===== src/hw/rep_pkg.sv =====
package rep_pkg;
  // clock and line rates
  localparam int CLK_NS   = 10;                        // system clock period
  localparam int BIT_NS   = 10;                        // one bit time at 100 Mb/s
  localparam int SYM_BITS = 4;                         // bits per symbol (nibble)
  localparam int SYM_DIV  = SYM_BITS * BIT_NS / CLK_NS; // clocks per symbol
  localparam int NPORTS_DEF = 4;                       // default port count
  localparam int PRE_NIB  = 14;                        // regenerated preamble nibbles
  // start-of-packet variability limits, in tenths of a bit time
  localparam int VAR_GAP_BT     = 104;                 // packet spacing that applies
  localparam int VAR_TXFX_BT10  = 70;                  // 7.0 BT
  localparam int VAR_T4T2_BT10  = 80;                  // 8.0 BT
  localparam int VAR_TXFX_CYC   = VAR_TXFX_BT10 * BIT_NS / (10 * CLK_NS);
  localparam int VAR_T4T2_CYC   = VAR_T4T2_BT10 * BIT_NS / (10 * CLK_NS);
  // symbol values on the abstract nibble path
  localparam logic [3:0] IDLE_NIB = 4'h0;              // idle fill
  localparam logic [3:0] PRE_VAL  = 4'h5;              // preamble nibble
  localparam logic [3:0] SFD_VAL  = 4'hD;              // frame delimiter nibble
  localparam logic [3:0] JAM_VAL  = 4'h5;              // jam pattern nibble
  localparam logic [3:0] ERR_SEL_BAD = 4'h1;           // bad_code selector
  localparam logic [3:0] ERR_SEL_H   = 4'h2;           // halt code-group selector
  localparam logic [3:0] ERR_SEL_ESC = 4'h3;           // escape pair selector

  // attached PHY family of each port
  typedef enum logic [1:0] {
    PHY_TXFX = 2'h0,
    PHY_T4   = 2'h1,
    PHY_T2   = 2'h2
  } phy_type_t;

  // kind of message sent toward a PMA
  typedef enum logic [2:0] {
    MSG_IDLE = 3'h0,
    MSG_PRE  = 3'h1,
    MSG_SFD  = 3'h2,
    MSG_DATA = 3'h3,
    MSG_ERR  = 3'h4,
    MSG_JAM  = 3'h5
  } msg_kind_t;

  // core sequencer states, one-hot
  typedef enum logic [4:0] {
    ST_IDLE = 5'h01,
    ST_PRE  = 5'h02,
    ST_SFD  = 5'h04,
    ST_DATA = 5'h08,
    ST_JAM  = 5'h10
  } rep_state_t;

  // one port's receive side
  typedef struct packed {
    logic       active;                                // carrier present
    logic       frame;                                 // nibble belongs to data frame
    logic       viol;                                  // code violation on this nibble
    logic [3:0] data;                                  // received nibble
  } rx_port_t;

  // one port's status from its PMA interface
  typedef struct packed {
    logic      en;                                     // port enabled
    logic      part;                                   // partitioned
    logic      jab;                                    // jabber state
    logic      unst;                                   // link unstable
    phy_type_t ptype;                                  // PHY family
  } port_ctl_t;

  // one port's transmit side
  typedef struct packed {
    msg_kind_t  kind;
    logic [3:0] data;
  } tx_port_t;

  // word held in the forwarding buffer
  typedef struct packed {
    logic       viol;
    logic [3:0] data;
  } fwd_word_t;
endpackage


===== src/hw/rep_fifo2.sv =====
`timescale 1ns/1ns
module rep_fifo2 #(
  parameter int W = 5
) (
  input  wire logic         clk_sys_in,
  input  wire logic         rst_n_in,
  input  wire logic         flush_in,      // drop everything held
  input  wire logic         in_valid_in,
  output logic              in_ready_out,
  input  wire logic [W-1:0] in_data_in,
  output logic              out_valid_out,
  input  wire logic         out_ready_in,
  output logic [W-1:0]      out_data_out
);
  logic [W-1:0] head_r;                    // oldest word, read data register
  logic [W-1:0] tail_r;                    // second word
  logic [1:0]   count_r;                   // 0, 1 or 2 words held
  logic         push;
  logic         pop;

  if (W < 1) begin : g_bad
    $error("rep_fifo2: width must be positive");
  end

  assign in_ready_out  = (count_r != 2'h2);
  assign out_valid_out = (count_r != 2'h0);
  assign out_data_out  = head_r;
  assign push = in_valid_in & in_ready_out;
  assign pop  = out_valid_out & out_ready_in;

  // storage and occupancy; a full buffer refuses, so the source sees the stall
  always_ff @(posedge clk_sys_in or negedge rst_n_in) begin
    if (!rst_n_in) begin
      head_r  <= '0;
      tail_r  <= '0;
      count_r <= 2'h0;
    end else if (flush_in) begin
      count_r <= 2'h0;
    end else begin
      case ({push, pop})
        2'b10: begin
          if (count_r == 2'h0) head_r <= in_data_in;
          else tail_r <= in_data_in;
          count_r <= count_r + 2'h1;
        end
        2'b01: begin
          head_r  <= tail_r;
          count_r <= count_r - 2'h1;
        end
        2'b11: begin
          // only reachable with one word held
          head_r <= in_data_in;
        end
        default: begin
        end
      endcase
    end
  end
endmodule


===== src/hw/rep_port_lane.sv =====
`timescale 1ns/1ns
module rep_port_lane (
  input  wire logic          clk_sys_in,
  input  wire logic          rst_n_in,
  input  wire logic          step_in,      // symbol-rate update
  input  rep_pkg::rx_port_t  rx_in,
  input  rep_pkg::port_ctl_t ctl_in,
  input  rep_pkg::tx_port_t  msg_in,       // message from the core
  input  wire logic          is_src_in,    // this port is the repeated-from port
  output logic               sense_out,    // received event, gated
  output rep_pkg::tx_port_t  tx_out
);
  import rep_pkg::*;

  tx_port_t tx_r;                          // registered transmit symbol
  tx_port_t tx_nxt;

  // carrier of enabled, healthy ports only; idle never counts
  assign sense_out = rx_in.active & ctl_in.en & ~ctl_in.part
                   & ~ctl_in.jab & ~ctl_in.unst;

  // per-port output encoding
  always_comb begin
    tx_nxt.kind = MSG_IDLE;
    tx_nxt.data = IDLE_NIB;
    if (ctl_in.jab | ctl_in.unst) begin
      // such a port gets no output at all
      tx_nxt.kind = MSG_IDLE;
    end else if (msg_in.kind == MSG_JAM) begin
      tx_nxt = msg_in;
    end else if (is_src_in) begin
      // never echo the frame back to its sender
      tx_nxt.kind = MSG_IDLE;
    end else if (msg_in.kind == MSG_ERR) begin
      tx_nxt.kind = MSG_ERR;
      case (ctl_in.ptype)
        PHY_TXFX: tx_nxt.data = ERR_SEL_H;
        PHY_T4:   tx_nxt.data = ERR_SEL_BAD;
        PHY_T2:   tx_nxt.data = ERR_SEL_ESC;
        default:  tx_nxt.data = ERR_SEL_H;
      endcase
    end else begin
      tx_nxt = msg_in;
    end
  end

  // output register, moves only on a symbol step
  always_ff @(posedge clk_sys_in or negedge rst_n_in) begin
    if (!rst_n_in) begin
      tx_r.kind <= MSG_IDLE;
      tx_r.data <= IDLE_NIB;
    end else if (step_in) begin
      tx_r <= tx_nxt;
    end
  end

  assign tx_out = tx_r;
endmodule


===== src/hw/multiport_repeater_core.sv =====
`timescale 1ns/1ns
module multiport_repeater_core #(
  parameter int NPORTS = rep_pkg::NPORTS_DEF
) (
  input  wire logic                       clk_sys_in,
  input  wire logic                       rst_n_in,
  input  rep_pkg::rx_port_t  [NPORTS-1:0] rx_port_in,
  input  rep_pkg::port_ctl_t [NPORTS-1:0] port_ctl_in,
  input  wire logic                       tx_ready_in,
  output rep_pkg::tx_port_t  [NPORTS-1:0] tx_port_out,
  output logic                            rx_ready_out,
  output logic                            collision_out,
  output logic                            fwd_active_out,
  output logic               [NPORTS-1:0] src_port_out
);
  import rep_pkg::*;

  localparam int DW  = $clog2(SYM_DIV);    // divider width
  localparam int PCW = $clog2(PRE_NIB);    // preamble counter width
  localparam int FW  = $bits(fwd_word_t);  // buffer word width

  // refuse port counts the one-hot source select cannot serve
  if (NPORTS < 2 || NPORTS > 32) begin : g_bad_ports
    $error("multiport_repeater_core: NPORTS must be 2 to 32");
  end
  if (SYM_DIV < 2) begin : g_bad_div
    $error("multiport_repeater_core: symbol divider below 2");
  end
  if (VAR_TXFX_CYC < SYM_DIV || VAR_T4T2_CYC < SYM_DIV) begin : g_bad_var
    $error("multiport_repeater_core: divider jitter exceeds variability");
  end

  // ---------------------------------------------------------------
  // state
  // ---------------------------------------------------------------
  logic [DW-1:0]     div_r;                // symbol divider
  logic              sym_en_r;             // one pulse per symbol period
  rep_state_t        state_r;              // sequencer state
  logic [PCW-1:0]    pre_cnt_r;            // preamble nibbles sent
  logic [NPORTS-1:0] src_r;                // one-hot repeated-from port
  logic              sub_r;                // error substitution sticky
  logic              ready_r;              // registered buffer space flag

  // ---------------------------------------------------------------
  // combinational helpers
  // ---------------------------------------------------------------
  logic [NPORTS-1:0] sense;                // gated activity per port
  logic              any_act;              // at least one port active
  logic              multi_act;            // two or more ports active
  logic [NPORTS-1:0] first_act;            // lowest active port, one-hot
  logic              src_act;              // source still active
  logic              src_frame;            // source nibble is frame data
  fwd_word_t         src_word;             // source nibble with violation
  logic              step;                 // symbol step with PMAs ready
  logic              forwarding;           // PRE, SFD or DATA
  logic              push_valid;           // frame nibble into buffer
  logic              push_ready;
  logic              pop_valid;
  logic              pop_ready;
  logic [FW-1:0]     pop_bits;
  fwd_word_t         pop_word;
  logic              flush;                // buffer drop
  tx_port_t          msg;                  // core message to all lanes

  // ---------------------------------------------------------------
  // symbol divider: one clock-wide enable per nibble period.
  // free running so the start of a packet lands on a fixed grid;
  // the grid alone costs at most SYM_DIV bit times of spread
  // ---------------------------------------------------------------
  always_ff @(posedge clk_sys_in or negedge rst_n_in) begin
    if (!rst_n_in) begin
      div_r    <= '0;
      sym_en_r <= 1'b0;
    end else begin
      sym_en_r <= (div_r == DW'(SYM_DIV - 1));
      if (div_r == DW'(SYM_DIV - 1)) begin
        div_r <= '0;
      end else begin
        div_r <= div_r + DW'(1);
      end
    end
  end

  // a stalled PMA side freezes the output sequence
  assign step = sym_en_r & tx_ready_in;

  // ---------------------------------------------------------------
  // per-port lanes: activity sense and transmit encoding
  // ---------------------------------------------------------------
  for (genvar i = 0; i < NPORTS; i++) begin : g_lane
    rep_port_lane u_lane (
      .clk_sys_in (clk_sys_in),
      .rst_n_in   (rst_n_in),
      .step_in    (step),
      .rx_in      (rx_port_in[i]),
      .ctl_in     (port_ctl_in[i]),
      .msg_in     (msg),
      .is_src_in  (src_r[i] & forwarding),
      .sense_out  (sense[i]),
      .tx_out     (tx_port_out[i])
    );
  end

  // ---------------------------------------------------------------
  // activity summary. contention is any two bits set, found with
  // the clear-lowest-bit trick instead of a full adder tree
  // ---------------------------------------------------------------
  assign any_act   = |sense;
  assign multi_act = |(sense & (sense - NPORTS'(1)));
  assign first_act = sense & (~sense + NPORTS'(1));
  assign src_act   = |(sense & src_r);

  // pick the source port's receive fields through the one-hot select
  always_comb begin
    src_frame     = 1'b0;
    src_word.viol = 1'b0;
    src_word.data = 4'h0;
    for (int i = 0; i < NPORTS; i++) begin
      if (src_r[i]) begin
        src_frame     = rx_port_in[i].frame;
        src_word.viol = rx_port_in[i].viol;
        src_word.data = rx_port_in[i].data;
      end
    end
  end

  assign forwarding = (state_r == ST_PRE) | (state_r == ST_SFD)
                    | (state_r == ST_DATA);

  // ---------------------------------------------------------------
  // forwarding buffer. only frame nibbles enter: the incoming
  // preamble is dropped and rebuilt, and the two entries absorb a
  // short PMA stall over the last frame nibble. the receive PHY cannot be
  // held, so a stall of one symbol before the last frame nibble loses data; rx_ready_out shows it
  // ---------------------------------------------------------------
  assign push_valid = sym_en_r & forwarding & src_act & src_frame;
  assign pop_ready  = step & (state_r == ST_DATA);
  // collision or idle discards whatever is held
  assign flush      = (state_r == ST_JAM) | (state_r == ST_IDLE);

  rep_fifo2 #(
    .W (FW)
  ) u_buf (
    .clk_sys_in    (clk_sys_in),
    .rst_n_in      (rst_n_in),
    .flush_in      (flush),
    .in_valid_in   (push_valid),
    .in_ready_out  (push_ready),
    .in_data_in    (src_word),
    .out_valid_out (pop_valid),
    .out_ready_in  (pop_ready),
    .out_data_out  (pop_bits)
  );

  assign pop_word = fwd_word_t'(pop_bits);

  // ---------------------------------------------------------------
  // core message, shared by all lanes
  // ---------------------------------------------------------------
  always_comb begin
    msg.kind = MSG_IDLE;
    msg.data = IDLE_NIB;
    case (state_r)
      ST_IDLE: begin
        msg.kind = MSG_IDLE;
      end
      ST_PRE: begin
        // rebuilt preamble, independent of what arrived
        msg.kind = MSG_PRE;
        msg.data = PRE_VAL;
      end
      ST_SFD: begin
        msg.kind = MSG_SFD;
        msg.data = SFD_VAL;
      end
      ST_DATA: begin
        if (pop_valid) begin
          // a violation, or any after one, goes out as error
          if (pop_word.viol | sub_r) begin
            msg.kind = MSG_ERR;
          end else begin
            msg.kind = MSG_DATA;
          end
          msg.data = pop_word.data;
        end else if (src_act) begin
          // underrun mid-frame: send invalid rather than a gap
          msg.kind = MSG_ERR;
        end else begin
          msg.kind = MSG_IDLE;
        end
      end
      ST_JAM: begin
        msg.kind = MSG_JAM;
        msg.data = JAM_VAL;
      end
      default: begin
        msg.kind = MSG_IDLE;
      end
    endcase
  end

  // ---------------------------------------------------------------
  // sequencer
  // ---------------------------------------------------------------
  always_ff @(posedge clk_sys_in or negedge rst_n_in) begin
    if (!rst_n_in) begin
      state_r   <= ST_IDLE;
      pre_cnt_r <= '0;
      src_r     <= '0;
    end else begin
      case (state_r)
        ST_IDLE: begin
          if (sym_en_r && multi_act) begin
            state_r <= ST_JAM;
          end else if (sym_en_r && any_act) begin
            // exactly one port: latch it and start the preamble
            state_r   <= ST_PRE;
            src_r     <= first_act;
            pre_cnt_r <= '0;
          end
        end
        ST_PRE: begin
          if (sym_en_r && multi_act) begin
            state_r <= ST_JAM;
          end else if (step) begin
            if (pre_cnt_r == PCW'(PRE_NIB - 1)) begin
              state_r <= ST_SFD;
            end else begin
              pre_cnt_r <= pre_cnt_r + PCW'(1);
            end
          end
        end
        ST_SFD: begin
          if (sym_en_r && multi_act) begin
            state_r <= ST_JAM;
          end else if (step) begin
            state_r <= ST_DATA;
          end
        end
        ST_DATA: begin
          if (sym_en_r && multi_act) begin
            // contention overrides forwarding and error passing
            state_r <= ST_JAM;
          end else if (step && !pop_valid && !src_act) begin
            // source ended and buffer drained
            state_r <= ST_IDLE;
          end
        end
        ST_JAM: begin
          // jam stays until every enabled, healthy port has gone quiet
          if (sym_en_r && !any_act) begin
            state_r <= ST_IDLE;
          end
        end
        default: begin
          state_r <= ST_IDLE;
        end
      endcase
    end
  end

  // ---------------------------------------------------------------
  // error substitution sticky. it is only cleared in idle, so a
  // violation popped in data state can never meet a clear
  // ---------------------------------------------------------------
  always_ff @(posedge clk_sys_in or negedge rst_n_in) begin
    if (!rst_n_in) begin
      sub_r <= 1'b0;
    end else if (pop_ready && pop_valid && pop_word.viol) begin
      sub_r <= 1'b1;
    end else if (state_r == ST_IDLE) begin
      sub_r <= 1'b0;
    end
  end

  // registered copy of buffer space for the status output
  always_ff @(posedge clk_sys_in or negedge rst_n_in) begin
    if (!rst_n_in) begin
      ready_r <= 1'b1;
    end else begin
      ready_r <= push_ready;
    end
  end

  // ---------------------------------------------------------------
  // status outputs: rx_ready_out and src_port_out straight from flip-flops, the rest decoded from state_r
  // ---------------------------------------------------------------
  assign rx_ready_out   = ready_r;
  assign collision_out  = (state_r == ST_JAM);
  assign fwd_active_out = (state_r != ST_IDLE) & (state_r != ST_JAM);
  assign src_port_out   = src_r;
endmodule


===== config.mk =====
export PLATFORM = sky130hd
export DESIGN_NAME = multiport_repeater_core
export DESIGN_NICKNAME = d
export VERILOG_FILES = /design/src/hw/rep_pkg.sv /design/src/hw/rep_fifo2.sv /design/src/hw/rep_port_lane.sv /design/src/hw/multiport_repeater_core.sv
export SDC_FILE = /design/constraint.sdc
export NUM_CORES = 1
export LEC_CHECK = 0
export ABC_AREA = 0
export CORE_UTILIZATION = 45
export CTS_BUF_LIST = sky130_fd_sc_hd__clkbuf_8
export DETAILED_ROUTE_END_ITERATION = 12
export DONT_BUFFER_PORTS = 1
export GPL_TIMING_DRIVEN = 0
export PLACE_DENSITY_LB_ADDON = 0.15
export SLEW_MARGIN = 25
export SYNTH_ARGS = -nofsm -noshare
export SYNTH_HDL_FRONTEND = slang
export SYNTH_HIERARCHICAL = 1
export SYNTH_SLANG_ARGS = --single-unit

===== constraint.sdc =====
create_clock -name clk_sys_in -period 3.75 [get_ports clk_sys_in]
set_input_delay 0 -clock clk_sys_in [delete_from_list [all_inputs] [get_ports clk_sys_in]]
set_output_delay 0 -clock clk_sys_in [all_outputs]
set_load 0.05 [all_outputs]

### Yosys cells after proc, flatten, opt, wreduce, memory -nomap -nowiden

Cells that the tools add are included.

* add/subtract/negate cells: 6
* eq/ne operators: 35
* reduce and logical (&&, ||, !) cells: 25
* bitwise gates (word level): 55
* mux-type cells: 66

Operator list (number)
* $mux W5: 15
* $mux W4: 14
* $mux W7: 8
* $mux W3: 11
* $and A1 B1 Y1: 28
* $pmux W5 S5: 1
* $pmux W2 S2: 5
* $not A1 Y1: 15
* $pmux W5 S3: 1
* $eq A2 B2 Y1 const B: 7
* $and A4 B4 Y4: 3
* $pmux W3 S4: 1
* $pmux W4 S3: 1
* $reduce_and A6 Y1: 2
* $reduce_or A4 Y1: 3
* $eq A2 B1 Y1 const B: 5
* $ne A2 B2 Y1 const B: 5
* $ne A3 B1 Y1 const B: 3
* $reduce_and A3 Y1: 3
* $add A4 B1 Y4 const B: 2
* $or A1 B1 Y1: 8
* $pmux W4 S2: 1
* $logic_and A1 B1 Y1: 7
* $eq A3 B3 Y1 const B: 2
* 21 further kinds: 36

* output and inout port bits: 35
* register bits: 58
* input bits: 55

### Logic depth before layout (Yosys ltp)

* word-level depth: 14
* gate-level depth with buffers: 11

### Hierarchy

The synthesis kept the hierarchy.

By module, submodules not included
* rep_port_lane: seq. area each 175.2 um^2, cells an instance 29, instances 4, area an instance 352.8 um^2
* multiport_repeater_core: seq. area each 452.9 um^2, cells an instance 158, instances 1, area an instance 1290.0 um^2
* rep_fifo2: seq. area each 300.3 um^2, cells an instance 60, instances 1, area an instance 671.9 um^2

### Least setup slack after synthesis

Ideal clock, no wire load.

* path kind: register -> register
* from: reg state_r[4]
* to: reg u_buf.tail_r[0]
* library setup time: 0.128 ns
* setup slack: 1.097 ns
* required time: 3.622 ns
* stages on the path, launching flop included: 10
* period minus slack after synthesis: 2.653 ns
* arrival: 2.525 ns
* path through: dfrtp_1 clkbuf_1 nor4_1 or2_2 nand3_1 nor2_1 buf_2 nand2_2 nor3_4 mux2_1

* word-level cells in the longest chain between the ends: 9
* elaborated cells on any way between the ends: 17
* those cells by class: 6 x eq/ne; 10 x bitwise; 1 x reduce/logical

Ends and longest elaborated chain
* start: declaration: line multiport_repeater_core.sv:38 `rep_state_t state_r;`
* start signal: assignment: line multiport_repeater_core.sv:207 `state_r <= ST_IDLE;`
* start signal: assignment: line multiport_repeater_core.sv:214 `state_r <= ST_JAM;`
* start signal: assignment: line multiport_repeater_core.sv:217 `state_r <= ST_PRE;`
* $eq A5 B2 Y1 / $eq A5 B3 Y1 (equally long branches): line multiport_repeater_core.sv:127 `assign forwarding = (state_r == ST_PRE) | (state_r == ST_SFD)`
* $or A1 B1 Y1: line multiport_repeater_core.sv:127
* $or A1 B1 Y1 *: line multiport_repeater_core.sv:128 `| (state_r == ST_DATA);`
* $and A1 B1 Y1 * (3 in a row): line multiport_repeater_core.sv:136 `assign push_valid = sym_en_r & forwarding & src_act & src_frame;`
* named net push_valid: line multiport_repeater_core.sv:56 `logic push_valid;`
* $and A1 B1 Y1 *: line rep_fifo2.sv:28 `assign push = in_valid_in & in_ready_out;`
* $eq A2 B2 Y1 *: line rep_fifo2.sv:40 `case ({push, pop})`
* $reduce_and A3 Y1 (no line) *
* end signal: assignment: line rep_fifo2.sv:43 `else tail_r <= in_data_in;`
* end: declaration: line rep_fifo2.sv:16 `logic [W-1:0] tail_r;`

The timed path passes the listed nets; every way through them passes the cells marked *.
A chain may end at the register's enable or synchronous reset.

### Worst setup path after layout

* from: reg state_r[4]
* to: reg u_buf.tail_r[2]

Same word-level chain as after synthesis.

==> run metrics <==
via/cell ratio=5.961; fraction of layout instances using a drive strength above 1=0.1685; input/output buffers=0; Hold Crit Class=primary input to register; outcome=finished, final reports clean; RSZ-0062 raised after global routing=false; area added between synthesis and finish=15.73%; IO Pins=90; list of most frequent post-synthesis cells=dfrtp_1 (56), nand2_1 (30), o21ai_0 (21); most common cell in the synthesized netlist=dfrtp_1; largest net degree at the start of global routing=59; Die Outline Area=0.007846 mm²; total standard cell area after synthesis=0.003373 mm²; transition at the pin with the smallest max-transition slack=0.9890 ns; Clock Pin Slew Worst Setup and Hold Paths=0.06 ns; Total Power Consumption=1.624 mW; worst-path maximum fanout=10; total routing usage reported by global routing=0.2317; vias in the first global route=2751; Final Hold Violating Endpoints=0; Core Area=0.007253 mm²; pre-CTS setup slack=0.8416 ns; startpoint-to-endpoint class of the critical path=register to register; overall die height=88.58 µm; worst path arrival time=3.19 ns; global placement routability congestion=0.8754; count of TritonRoute iterations in the first routing pass=5; sequential-to-total area share from yosys stat=0.4310; shortest period the worst path allows=2.979 ns; violation count after the first detailed-routing iteration=151; Slowest Stage Delay on Critical Path=0.81 ns; number of buffers created by CTS=9; share of the cycle needed by the critical path after routing=0.7943; Required @ worst endpoint=3.96 ns; number of storage elements in the synthesis netlist=58; buffers inserted during post-CTS setup optimization=0; Total Routed Length=8455 µm; minimum setup slack among reg-to-reg paths=0.77 ns; CTS tree=yes; vias=2784; Root Buffer=clkbuf_8; maximum count of clock buffers along a single path=2; Starting Density=0.4651; first-pass GRT wire length=13700 µm; Synth cell types=62; Yosys top cell area share=0.4154; total power divided by cell area=416.1 mW/mm²; top cells by area in the synthesized netlist=dfrtp_1 (42%), a32o_2 (4.0%), nand2_1 (3.3%), o21ai_0 (3.1%), nand2b_1 (3.0%); share of async-settable or async-resettable flops after synthesis=1.000; worst-path cell with the longest stage delay=nor4_2; highest attainable clock frequency=335.7 MHz; final global-route overflow total=0; number of max-slew violations in the final report=0; Post-synth EDFFs=0; initial antenna violation count=0; final-layout setup total negative slack=0 ns; Worst Skew=0.007612 ns; leakage dissipation=1.722 nW; max-cap violation count=0; remaining routing DRC violations=0; nature of the critical path endpoint=register; final setup slack of the worst path=0.7715 ns; Post-Syn Nets=396; cell chain of the critical path=clkbuf_1 > nor4_2 > or2_2 > nand3_1 > nor2_1 > buf_2 > nand2_2 > nor3_4 > mux2_1; worst rel slew slack=0.3346; synthesized area per cell=10.10 µm²; clock latency on the worst-skew pair=0.33 ns; number of cell rows=31; number of standard cells in the layout, taps in and fillers out=467; overall die width=88.58 µm; kind of launch point of the worst setup path=register; clock sink count=58; mean routed wirelength per cell=18.10 µm; number of warnings printed during yosys synthesis=6; synthesized instance count=334; number of setup violations in the final report=0; cell taking the most area after synthesis=dfrtp_1; DPL Wire Length=6031 µm; final net count=425; number of antenna cells inserted=0; top_reg_cell synth=dfrtp_1; # H-tree levels=3; Final ANT Viol Nets=0; maximum resistive drop on vdd=0.2761 mV; number of instances in the placed design=434
## report_power, final
part           internal [mW]  total (mW)  switching [mW]
Combinational          0.126       0.357           0.231
Sequential             0.650       0.724          0.0743
Clock                  0.308       0.543           0.236
## kinds of logic (layout without fill, tap and decap cells)
kind of cell / count (synthesis) / after routing / synth area share
and+or+nand+nor: 133 / 133 / 0.2407
AOI/OAI and AO/OA: 99 / 99 / 0.2359
DFF: 58 / 58 / 0.4310
buffers and inverters: 29 / 63 / 0.04005
muxes: 8 / 8 / 0.02633
adders and majority gates: 7 / 7 / 0.02596
## cell usage in the layout (no fill, tap or decap), drive strengths merged, types with 10 or more instances in the layout
master	instances
nand3	10
nand2	31
clkbuf	19
a21oi	13
a32o	16
o21ai	21
nor2	11
nand2b	16
dfrtp	56
inv	17
dlygate4sd3	16
## metal layers
layer / share of wire / vias up / global-route usage / wire length [µm]
li1: - / 1331 / - / -
met1: 0.46 / 1345 / 0.3090 / 3908
met2: 0.47 / 104 / 0.3664 / 3990
met3: 0.061 / 4 / 0.05131 / 512
met4: 0.0052 / 0 / 0.09238 / 44
met5: 0 / - / 0 / 0
## registers in the layout (all words and copies together) (netlist names)
signal / count
u_buf/tail_r: 5
rx_ready_out: 1
src_port_out: 4
sub_r: 1
g_lane.u_lane/tx_out: 28
u_buf/out_data_out: 5
u_buf/count_r: 2
div_r: 2
sym_en_r: 1
pre_cnt_r: 4
state_r: 5
## stage by stage
| stage | area (µm²) | hold slack [ns] | util |
|---|---|---|---|
| 2_1_floorplan | 3373 | -0.2956 | - |
| 3_3_place_gp | 3497 | -0.2942 | 0.4821 |
| 3_5_place_dp | 3517 | -0.2942 | 0.4849 |
| 4_1_cts | 3897 | 0.01096 | 0.5373 |
| 5_1_grt | 3904 | 0.02764 | 0.5382 |
| 6_report | 3904 | 0.03606 | 0.5382 |
## repair_timing
action / in CTS / in global routing
endpoints found under the hold margin: 68 / 0
gates resized for setup: 0 / 0
hold buffers: 17 / 0
## path summary, 6_finish.rpt
kind,from,end,cells after the start
worst max register to register,state_r[4],u_buf/tail_r[2],9
max in group asynchronous,rst_n_in,rx_ready_out,2
worst min-delay path,port_ctl_in[10],src_port_out[2],4
worst max-delay path,state_r[4],u_buf/tail_r[2],9
min in group asynchronous,rst_n_in,g_lane[2].u_lane/tx_out[4],2
worst min register to register,div_r[0],div_r[0],1
## area by class of cell
type	count	area, µm²
clock inverter	3	13.76
inverter	16	60.06
multi-input combinational	247	1803
clock buffer	13	178.9
tap	99	123.9
timing repair buffer	18	195.2
sequential	58	1454
fill	665	3349
buffer	13	75.07
## critical path: cells and delay by family, from the launching register on
family                 cells  cell delay [ns]
buffers and inverters      2             0.41
and+or+nand+nor            6             1.72
DFF                        1             0.36
muxes                      1             0.37
Note: power is estimated with default switching activity, not from simulation.
